--- src/ucs_pkg.sv ---
// package for the serial port control block: register map, field positions,
// reset values and bit timing. assumes a 125 MHz system clock.
package ucs_pkg;
  // register byte addresses
  localparam logic [11:0] DATA_OFS      = 12'h000;
  localparam logic [11:0] STATUS_OFS    = 12'h018;
  localparam logic [11:0] CTRL_OFS      = 12'h030;
  // control register fields
  localparam int          MASTER_BIT    = 0;
  localparam int          SIR_EN_BIT    = 1;
  localparam int          SIR_LP_BIT    = 2;
  localparam int          LOOP_BIT      = 7;
  localparam int          TXE_BIT       = 8;
  localparam int          RXE_BIT       = 9;
  localparam logic [31:0] CTRL_RESET    = 32'h0000_0300;
  // status register fields
  localparam int          ST_TX_FULL    = 0;
  localparam int          ST_TX_BUSY    = 1;
  localparam int          ST_RX_VALID   = 2;
  localparam int          ST_RX_BUSY    = 3;
  // bit timing
  localparam int          CLK_HZ        = 125000000;
  localparam int          BAUD_RATE     = 115200;
  localparam logic [6:0]  BAUD16_DIV    = 7'(CLK_HZ / (BAUD_RATE * 16));
  localparam logic [3:0]  LAST_TICK     = 4'hF;
  localparam logic [3:0]  MID_TICK      = 4'h7;
  localparam logic [3:0]  SIR_TICKS     = 4'h3;
  localparam logic [1:0]  LP_LAST       = 2'h3;
  localparam logic [2:0]  LAST_DATA_BIT = 3'h7;

  typedef enum logic [1:0] {TX_IDLE, TX_START, TX_DATA, TX_STOP} ucs_tx_e;
  typedef enum logic [1:0] {RX_IDLE, RX_START, RX_DATA, RX_STOP} ucs_rx_e;

  typedef struct packed {
    logic        master;
    logic        sir;
    logic        lp;
    logic        loop;
    logic        transmit_section_enable;
    logic        receive_section_enable;
    logic [6:0]  div_cnt;
    logic        tick;
    ucs_tx_e     tx_st;
    logic [3:0]  tx_tick;
    logic [2:0]  tx_bitn;
    logic [7:0]  tx_shift;
    logic [7:0]  tx_buf;
    logic        tx_full;
    logic        tx_line;
    logic        lp_on;
    logic [1:0]  lp_cnt;
    logic        ref_prev;
    ucs_rx_e     rx_st;
    logic [3:0]  rx_tick;
    logic [2:0]  rx_bitn;
    logic [7:0]  rx_shift;
    logic [7:0]  rx_buf;
    logic        rx_valid;
    logic        rx_mid;
    logic        rx_zero;
    logic        ap_valid;
    logic        ap_write;
    logic [11:0] ap_addr;
    logic [31:0] hrdata;
    logic        hreadyout;
  } ucs_state_s;
endpackage : ucs_pkg

--- src/ucs_serial_port.sv ---
// serial port with master/transmit/receive enables, loopback and infrared
// encoder/decoder, registers on an ahb-lite slave port.
// assumes synchronous inputs and a single-slave bus (hreadyout is hready).
`timescale 1ns/1ns
module ucs_serial_port (
  // system
  input  wire logic        clock,
  input  wire logic        reset_n,
  // ahb-lite slave
  input  wire logic        hsel,
  input  wire logic [31:0] haddr,
  input  wire logic [1:0]  htrans,
  input  wire logic        hwrite,
  input  wire logic [2:0]  hsize,
  input  wire logic [31:0] hwdata,
  input  wire logic        hready,
  output logic      [31:0] hrdata,
  output logic             hreadyout,
  output logic             hresp,
  // serial side
  output logic             serial_transmit_line,
  input  wire logic        serial_receive_line,
  input  wire logic        low_power_baud16_reference
);
  ucs_pkg::ucs_state_s s_reg;
  ucs_pkg::ucs_state_s s_next;
  logic                hresp_reg;

  // nrz level of the bit now on the transmit path
  function automatic logic tx_bit(input ucs_pkg::ucs_state_s st);
    case (st.tx_st)
      ucs_pkg::TX_START: tx_bit = 1'b0;
      ucs_pkg::TX_DATA:  tx_bit = st.tx_shift[0];
      default:           tx_bit = 1'b1;
    endcase
  endfunction : tx_bit

  // pin level: nrz, or infrared pulse that is high only for zero bits
  function automatic logic line_of(input ucs_pkg::ucs_state_s st);
    logic zero;
    zero = ~tx_bit(st) & (st.tx_st != ucs_pkg::TX_IDLE);
    if (!st.sir)
      line_of = tx_bit(st);
    else if (st.lp)
      line_of = zero & st.lp_on & (st.lp_cnt != 2'h0);
    else
      line_of = zero & (st.tx_tick < ucs_pkg::SIR_TICKS);
  endfunction : line_of
  logic rx_z, rx_bit_zero, ref_rise;
  always_comb
  begin
    // loopback takes the internal nrz bit, so the pins play no part
    if (s_reg.loop)
      rx_z = ~tx_bit(s_reg);
    else if (s_reg.sir)
      rx_z = serial_receive_line;
    else
      rx_z = ~serial_receive_line;
    rx_bit_zero = (s_reg.sir && !s_reg.loop) ? s_reg.rx_zero : s_reg.rx_mid;
    ref_rise = low_power_baud16_reference & ~s_reg.ref_prev;
  end

  always_comb
  begin
    s_next = s_reg;
    s_next.ref_prev = low_power_baud16_reference;
    // baud x16 enable
    s_next.tick = 1'b0;
    if (s_reg.div_cnt == ucs_pkg::BAUD16_DIV - 7'h01)
    begin
      s_next.div_cnt = 7'h00;
      s_next.tick    = 1'b1;
    end
    else
      s_next.div_cnt = s_reg.div_cnt + 7'h01;
    // pulse from first to fourth reference rise, three full periods
    if (s_reg.lp_on && ref_rise)
    begin
      s_next.lp_cnt = s_reg.lp_cnt + 2'h1;
      if (s_reg.lp_cnt == ucs_pkg::LP_LAST)
        s_next.lp_on = 1'b0;
    end
    // transmitter
    case (s_reg.tx_st)
      ucs_pkg::TX_IDLE:
        if (s_reg.tick && s_reg.tx_full && s_reg.master && s_reg.transmit_section_enable)
        begin
          s_next.tx_st    = ucs_pkg::TX_START;
          s_next.tx_shift = s_reg.tx_buf;
          s_next.tx_full  = 1'b0;
          s_next.tx_tick  = 4'h0;
          s_next.tx_bitn  = 3'h0;
          s_next.lp_on    = 1'b1;
          s_next.lp_cnt   = 2'h0;
        end
      default:
        // enables not checked here, character always completes
        if (s_reg.tick)
        begin
          s_next.tx_tick = s_reg.tx_tick + 4'h1;
          if (s_reg.tx_tick == ucs_pkg::LAST_TICK)
          begin
            s_next.lp_on  = 1'b1;
            s_next.lp_cnt = 2'h0;
            case (s_reg.tx_st)
              ucs_pkg::TX_START: s_next.tx_st = ucs_pkg::TX_DATA;
              ucs_pkg::TX_DATA:
              begin
                s_next.tx_shift = {1'b0, s_reg.tx_shift[7:1]};
                s_next.tx_bitn  = s_reg.tx_bitn + 3'h1;
                if (s_reg.tx_bitn == ucs_pkg::LAST_DATA_BIT)
                  s_next.tx_st = ucs_pkg::TX_STOP;
              end
              default:           s_next.tx_st = ucs_pkg::TX_IDLE;
            endcase
          end
        end
    endcase
    // receiver
    case (s_reg.rx_st)
      ucs_pkg::RX_IDLE:
        // reception needs master and receive enable
        if (s_reg.master && s_reg.receive_section_enable && rx_z)
        begin
          s_next.rx_st   = ucs_pkg::RX_START;
          s_next.rx_tick = 4'h0;
          s_next.rx_bitn = 3'h0;
          s_next.rx_zero = 1'b1;
        end
      default:
        if (s_reg.tick)
        begin
          s_next.rx_tick = s_reg.rx_tick + 4'h1;
          s_next.rx_zero = s_reg.rx_zero | rx_z;
          if (s_reg.rx_tick == ucs_pkg::MID_TICK)
            s_next.rx_mid = rx_z;
          if (s_reg.rx_tick == ucs_pkg::LAST_TICK)
          begin
            s_next.rx_zero = 1'b0;
            case (s_reg.rx_st)
              // false start bit is dropped
              ucs_pkg::RX_START:
                s_next.rx_st = rx_bit_zero ? ucs_pkg::RX_DATA : ucs_pkg::RX_IDLE;
              ucs_pkg::RX_DATA:
              begin
                s_next.rx_shift = {~rx_bit_zero, s_reg.rx_shift[7:1]};
                s_next.rx_bitn  = s_reg.rx_bitn + 3'h1;
                if (s_reg.rx_bitn == ucs_pkg::LAST_DATA_BIT)
                  s_next.rx_st = ucs_pkg::RX_STOP;
              end
              default:
              begin
                s_next.rx_st    = ucs_pkg::RX_IDLE;
                s_next.rx_buf   = s_reg.rx_shift;
                s_next.rx_valid = 1'b1;
              end
            endcase
          end
        end
    endcase
    // bus data phase: write lands before the read data is formed
    if (s_reg.ap_valid && s_reg.ap_write)
    begin
      case (s_reg.ap_addr)
        ucs_pkg::DATA_OFS:
          // full holding register refuses the new character
          if (!s_reg.tx_full)
          begin
            s_next.tx_buf  = hwdata[7:0];
            s_next.tx_full = 1'b1;
          end
        ucs_pkg::CTRL_OFS:
        begin
          s_next.master = hwdata[ucs_pkg::MASTER_BIT];
          s_next.sir    = hwdata[ucs_pkg::SIR_EN_BIT];
          s_next.lp     = hwdata[ucs_pkg::SIR_LP_BIT];
          s_next.loop   = hwdata[ucs_pkg::LOOP_BIT];
          s_next.transmit_section_enable    = hwdata[ucs_pkg::TXE_BIT];
          s_next.receive_section_enable    = hwdata[ucs_pkg::RXE_BIT];
        end
        default: ;
      endcase
    end
    // bus address phase
    s_next.ap_valid = hsel && htrans[1] && hready;
    s_next.ap_write = hwrite;
    s_next.ap_addr  = haddr[11:0];
    s_next.hrdata   = 32'h0000_0000;
    if (s_next.ap_valid && !hwrite)
    begin
      case (haddr[11:0])
        ucs_pkg::DATA_OFS:
        begin
          s_next.hrdata[7:0] = s_next.rx_buf;
          // a character landing this cycle stays flagged
          if (!(s_reg.rx_st == ucs_pkg::RX_STOP && s_next.rx_st == ucs_pkg::RX_IDLE))
            s_next.rx_valid = 1'b0;
        end
        ucs_pkg::STATUS_OFS:
        begin
          s_next.hrdata[ucs_pkg::ST_TX_FULL]  = s_next.tx_full;
          s_next.hrdata[ucs_pkg::ST_TX_BUSY]  = s_next.tx_st != ucs_pkg::TX_IDLE;
          s_next.hrdata[ucs_pkg::ST_RX_VALID] = s_next.rx_valid;
          s_next.hrdata[ucs_pkg::ST_RX_BUSY]  = s_next.rx_st != ucs_pkg::RX_IDLE;
        end
        ucs_pkg::CTRL_OFS:
        begin
          s_next.hrdata[ucs_pkg::MASTER_BIT] = s_next.master;
          s_next.hrdata[ucs_pkg::SIR_EN_BIT] = s_next.sir;
          s_next.hrdata[ucs_pkg::SIR_LP_BIT] = s_next.lp;
          s_next.hrdata[ucs_pkg::LOOP_BIT]   = s_next.loop;
          s_next.hrdata[ucs_pkg::TXE_BIT]    = s_next.transmit_section_enable;
          s_next.hrdata[ucs_pkg::RXE_BIT]    = s_next.receive_section_enable;
        end
        default: ;
      endcase
    end
    s_next.hreadyout = 1'b1;
    // pin level from the coding mode
    s_next.tx_line = line_of(s_next);
  end

  always_ff @(posedge clock or negedge reset_n)
  begin
    if (!reset_n)
    begin
      s_reg        <= '0;
      s_reg.transmit_section_enable    <= ucs_pkg::CTRL_RESET[ucs_pkg::TXE_BIT];
      s_reg.receive_section_enable    <= ucs_pkg::CTRL_RESET[ucs_pkg::RXE_BIT];
      s_reg.tx_line <= 1'b1;
      hresp_reg    <= 1'b0;
    end
    else
    begin
      s_reg     <= s_next;
      hresp_reg <= 1'b0;
    end
  end

  assign hrdata               = s_reg.hrdata;
  assign hreadyout            = s_reg.hreadyout;
  assign hresp                = hresp_reg;
  assign serial_transmit_line = s_reg.tx_line;
endmodule : ucs_serial_port

--- config.mk ---
export PLATFORM = sky130hd
export DESIGN_NAME = ucs_serial_port
export DESIGN_NICKNAME = d
export VERILOG_FILES = /design/src/ucs_pkg.sv /design/src/ucs_serial_port.sv
export SDC_FILE = /design/constraint.sdc
export NUM_CORES = 1
export LEC_CHECK = 0
export BUFFER_PORTS_ARGS = -buffer_cell sky130_fd_sc_hd__buf_2
export CAP_MARGIN = 25
export CORE_UTILIZATION = 50
export CTS_CLUSTER_SIZE = 30
export DETAILED_ROUTE_END_ITERATION = 10
export PLACE_DENSITY = 0.83
export SKIP_CTS_REPAIR_TIMING = 1
export SYNTH_ARGS = -nofsm -noshare
export SYNTH_HDL_FRONTEND = slang
export SYNTH_SLANG_ARGS = --single-unit
--- constraint.sdc ---
create_clock -name clock -period 3.25 [get_ports clock]
set_clock_uncertainty 0.15 [all_clocks]
set_input_delay 0.325 -clock clock [delete_from_list [all_inputs] [get_ports clock]]
set_output_delay 0.325 -clock clock [all_outputs]
set_load 0.02 [all_outputs]
==> out/results.ini, run 1 <==
[setup_path]
cp_max_fo = 11
setup.worst_path.start_class = register
crit_arrival_ps = 2870
crit_path_end_kind = register
worstPathRequired_ps = 3360
path_class = register to register

[cts]
clkSinkCount = 98
max-clock-path-buffers = 2
clkTransAtPathRegs_ps = 100
clk_latency_ps = 380
clockRootBuffer = clkbuf_8
cts_buffers = 9
cts_tree = built
ctsHtreeMaxLevel = 3

[drt]
wl_um = 9260
drt-vias-per-instance = 5.64
drc = 0
wl_per_cell_um = 15.2
ant_nets = 0
dr.first_iter.drc_count = 202
vias = 3441
first_pass_iters = 4

[power]
combPwrFrac = 0.078
power_density_nw_per_um2 = 427
p_leak_nw = 2.52
seqPwrFrac = 0.574
internal_power_mw = 1.63
swShare = 0.270
p_sw_mw = 0.605
ir_drop_mv = 0.250
total_power_mw = 2.24
pwr-share-clk = 0.347

[floorplanning]
fp.dieW_um = 99.4
io_pins = 111
die_area_um2 = 9890
die_h_um = 99.4
fp.coreArea_um2 = 9200
num_rows = 35
initial_core_util = 0.516

[finish]
diodes = 0
synthToLayoutAreaGrowth_pct = 10.4
largest_reg_flops = 86
fillers = 744
drive_gt1_frac = 0.204
fin_nets = 586
multi_input_area_um2 = 2000
layout.area.seq_um2 = 2460

[grt]
grt_use_total = 0.207
grt_pass1_vias = 3431
grt_pass1_wl_um = 16100
grt_max_degree = 56
overflow = 0
antenna_found_initial = 0

[placement]
hpwl_um = 6600
gp_congestion = 0.831
port-buffer-count = 41

[synth]
synth_ff_type = dfrtp_1
post_synth_num_cell_types = 61
synth.cell_area_um2 = 4750
avgSynthCellArea_um2 = 10.6
synth_edf_count = 0
synth_seq_cells = 98
async_reset_ff_frac = 1.00
syn_inst = 449
ys_seq_area_frac = 0.517
yosys_warnings = 0

[hold_path]
holdCritPathClass = input pin to register

[outcome]
status = complete, no violations

[job]
maxCapViolCount = 0

[sta]
tns_ps = 0
slew_violations = 0
rsz0062_at_grt = false
fin_crit_ps = 2770
max_freq_mhz = 362
maxSlewHeadroom = 0.541
worst_pin_slew_ps = 689
finalSetupViolations = 0
hold_violations = 0
fin_crit_sh = 0.851

[path summary, 6_finish.rpt]
kind	start	end	slack [ps]	depth (start not counted)
min in group asynchronous	reset_n	s_reg[92]$_DFFE_PN0P_	380	2
setup / recovery	s_reg[73]$_DFF_PN0_	hrdata[0]$_DFF_PN0_	480	8
max in group asynchronous	reset_n	s_reg[115]$_DFF_PN1_	1750	3
hold reg to reg	s_reg[52]$_DFF_PN0_	s_reg[52]$_DFF_PN0_	350	2
setup reg to reg	s_reg[73]$_DFF_PN0_	hrdata[0]$_DFF_PN0_	480	8
hold / removal	hwdata[4]	s_reg[85]$_DFFE_PN0P_	30	2
[worst max-delay path: stages, from the launching register on]
cell,delay [ps]
dfrtp_1,450
inv_1,100
ha_1,330
nand2b_2,280
or3_1,530
mux2_2,360
nor2b_1,140
a221oi_1,250
nor2_1,70
[power groups by stage]
stage          combinational, mW  sequential (mW)  clock (mW)
2_1_floorplan              0.112             1.30           0
3_3_place_gp               0.150             1.31           0
3_5_place_dp               0.161             1.31           0
4_1_cts                    0.162             1.29       0.798
5_1_grt                    0.199             1.29       0.843
6_report                   0.175             1.29       0.778
[cell families (layout without fill, tap and decap cells)]
| logic type | Yosys count | count (layout) | share of synthesized area |
|---|---|---|---|
| AND/OR/NAND/NOR | 150 | 150 | 0.165 |
| flip-flops | 98 | 98 | 0.517 |
| AO/OA/AOI/OAI | 83 | 83 | 0.114 |
| buffers and inverters | 63 | 91 | 0.0791 |
| multiplexers | 28 | 28 | 0.0648 |
| adder cells (fa/ha/maj) | 16 | 16 | 0.0422 |
| XOR/XNOR | 9 | 9 | 0.0166 |
| other | 2 | 24 | 0.00158 |
[Yosys cell counts, types with 5 or more instances]
cell type | number | share of area
dfrtp_1 | 95 | 0.50
ha_1 | 16 | 0.042
buf_4 | 33 | 0.052
nor3_1 | 5 | 0.0053
mux2_2 | 22 | 0.052
inv_1 | 14 | 0.011
xnor2_1 | 6 | 0.011
o21ai_0 | 20 | 0.021
a21oi_1 | 18 | 0.019
nor2b_1 | 6 | 0.0079
a211oi_1 | 8 | 0.013
nand4_1 | 6 | 0.0079
nand2_1 | 64 | 0.051
nor2_1 | 16 | 0.013
clkbuf_1 | 13 | 0.010
mux2i_1 | 6 | 0.013
a31oi_1 | 11 | 0.014
nand3_1 | 13 | 0.014
and3_1 | 10 | 0.013
[stage by stage]
step           setup slack, ps  cells  utilization  instance area [µm²]  hold WS, ps
6_report                   484    610        0.570                 5240         27.2
5_1_grt                    307    610        0.570                 5240         21.0
4_1_cts                    525    595        0.554                 5090         -141
3_5_place_dp               535    579        0.532                 4890          268
3_3_place_gp               608    579        0.532                 4890          255
2_1_floorplan             1030    471            -                 4830         -121
[routing by layer]
metal,up-vias,track usage,share of wire
li1,1614,-,-
met1,1710,0.256,0.44
met2,92,0.356,0.49
met3,25,0.0471,0.038
met4,0,0.0781,0.029
met5,-,0,0
[layout by cell type (no fill, tap or decap), drive strengths merged, types with 4 or more instances in the layout]
| cell type | count |
|---|---|
| nor4 | 4 |
| nand4 | 6 |
| mux2 | 22 |
| buf | 46 |
| a211oi | 8 |
| nor2b | 6 |
| conb | 24 |
| nand3 | 13 |
| o31ai | 5 |
| a21oi | 19 |
| a31oi | 11 |
| nand2 | 65 |
| dfrtp | 95 |
| xnor2 | 6 |
| and3 | 11 |
| nor2 | 16 |
| or3 | 4 |
| mux2i | 6 |
| nor3 | 5 |
| ha | 16 |
| clkbuf | 9 |
| dlygate4sd3 | 15 |
| nand2b | 4 |
| o21ai | 20 |
| inv | 18 |
[final cells by class]
class,count,share of cell area
Sequential cell,98,0.469
Clock buffer,9,0.0236
Multi-Input combinational cell,310,0.381
Clock inverter,7,0.0146
Inverter,14,0.0100
Tap cell,111,0.0265
Timing Repair Buffer,61,0.0754
Power figures use the tool's default switching activity.
==> run 2, diff against run 1 <==
--- a/config.mk
+++ b/config.mk
@@ -8,6 +8,7 @@
 export BUFFER_PORTS_ARGS = -buffer_cell sky130_fd_sc_hd__buf_2
 export CAP_MARGIN = 25
 export CORE_UTILIZATION = 50
+export CTS_BUF_LIST = sky130_fd_sc_hd__clkbuf_16
 export CTS_CLUSTER_SIZE = 30
 export DETAILED_ROUTE_END_ITERATION = 10
 export PLACE_DENSITY = 0.83
==> out/results.ini, run 2 (synthesized netlist as in run 1, its figures left out) <==
[floorplanning]
fp.coreArea_um2 = 9200
die_h_um = 99.4
num_rows = 35
io_pins = 111
die_area_um2 = 9890
fp.dieW_um = 99.4
initial_core_util = 0.516

[placement]
hpwl_um = 6600
port-buffer-count = 41
gp_congestion = 0.831

[setup_path]
path_class = register to register
r2r-start = s_reg[73]$_DFF_PN0_
slowest_delay_ps = 530
setup.worst_path.start_class = register
critical-path-top-delay-family = simple AND/OR/NAND/NOR gates
crit_arrival_ps = 2860
r2r_slack_ps = 470
cp_num_buf_inv = 1
cp_max_fo = 11
crit_chain = inv_1 > ha_1 > nand2b_2 > or3_1 > mux2_2 > nor2b_1 > a221oi_1 > nor2_1
crit_start = s_reg[73]$_DFF_PN0_
crit_path_end_kind = register
regToRegEndpoint = hrdata[0]$_DFF_PN0_
crit_slowest_cell = or3_1
worstPathRequired_ps = 3320
worstRegToRegCells = 8

[sta]
tns_ps = 0
worst_pin_slew_ps = 687
rsz0062_at_grt = false
fin_crit_ps = 2780
fin_crit_sh = 0.856
max_freq_mhz = 359
holdWs_ps = 16.7
hold_violations = 0
finalSetupViolations = 0
slew_violations = 0
maxSlewHeadroom = 0.542

[power]
power_density_nw_per_um2 = 471
ir_drop_mv = 0.363
total_power_mw = 2.51
p_leak_nw = 2.56

[cts]
cts_tree = built
cts_buffers = 9
clockRootBuffer = clkbuf_16
ctsHtreeMaxLevel = 3
clk_latency_ps = 350
clkTransAtPathRegs_ps = 70
clkSinkCount = 98
max-clock-path-buffers = 2

[finish]
fin_nets = 585
multi_input_area_um2 = 2000
finish.utilization = 0.580
final_cell_mix = dfrtp_1, nand2_1, buf_2
fillers = 733
diodes = 0
drive_gt1_frac = 0.205
synthToLayoutAreaGrowth_pct = 12.3
layout.area.seq_um2 = 2460
largest_reg_flops = 86
final_common_cell = dfrtp_1

[drt]
ant_nets = 0
first_pass_iters = 4
drc = 0
dr.first_iter.drc_count = 185
wl_per_cell_um = 15.5
drt-vias-per-instance = 5.63
vias = 3430
wl_um = 9460

[grt]
grt_use_total = 0.210
antenna_found_initial = 0
grt_max_degree = 56
grt_pass1_vias = 3447
overflow = 0
grt_pass1_wl_um = 16300

[hold_path]
holdCritPathClass = input pin to register
hold_depth = 1
worstHoldStart = haddr[3]
hold_end = s_reg[36]$_DFF_PN0_

[outcome]
status = complete, no violations

[job]
maxCapViolCount = 0

run 2: changes by cell type in the layout (fill, tap and decap cells not counted), sizes merged:
cell,before,now
dlygate4sd3,15,14
run 2: area by class of cell:
cell class,count,area share
flip-flops and latches,98,0.461
multi-input cells,310,0.375
well taps,111,0.0260
clock buffers,9,0.0422
inverters,14,0.00985
repair buffers,60,0.0723
clock inverters,7,0.0143
run 2: metal layers:
| metal | up-vias | wire length (µm) | GRT usage | share of wire |
|---|---|---|---|---|
| li1 | 1619 | - | - | - |
| met1 | 1687 | 4000 | 0.256 | 0.42 |
| met2 | 109 | 4770 | 0.367 | 0.50 |
| met3 | 15 | 504 | 0.0506 | 0.053 |
| met4 | 0 | 191 | 0.0679 | 0.020 |
| met5 | - | 0 | 0 | 0 |
run 2: power by group:
group          switching (mW)  internal, mW
clock network           0.502         0.547
logic                   0.107        0.0692
registers              0.0306          1.26
total                   0.640          1.87
run 2: worst reg2reg max path: cells and delay by family, from the launching register on:
kind / cells / cell delay, ps
flops: 1 / 430
fa+ha+maj: 1 / 330
simple gates: 4 / 1030
buf+inv: 1 / 100
mux: 1 / 360
compound gates: 1 / 270
run 2: worst max path at each step:
| stage | cells after the start | slack [ps] | endpoint |
|---|---|---|---|
| 2_1_floorplan | 8 | 1030 | hrdata[1]$_DFF_PN0_ |
| 6_report | 8 | 470 | hrdata[0]$_DFF_PN0_ |
| 3_5_place_dp | 8 | 540 | hrdata[0]$_DFF_PN0_ |
| 3_3_place_gp | 7 | 610 | hrdata[1]$_DFF_PN0_ |
| 4_1_cts | 8 | 530 | hrdata[0]$_DFF_PN0_ |
| 5_1_grt | 7 | 310 | hrdata[1]$_DFF_PN0_ |
run 2: through the flow:
stage	cells	worst slack, ps	cell area [µm²]
2_1_floorplan	471	1030	4830
3_3_place_gp	579	608	4890
3_5_place_dp	579	535	4890
4_1_cts	595	528	5190
5_1_grt	609	314	5330
6_report	609	468	5330
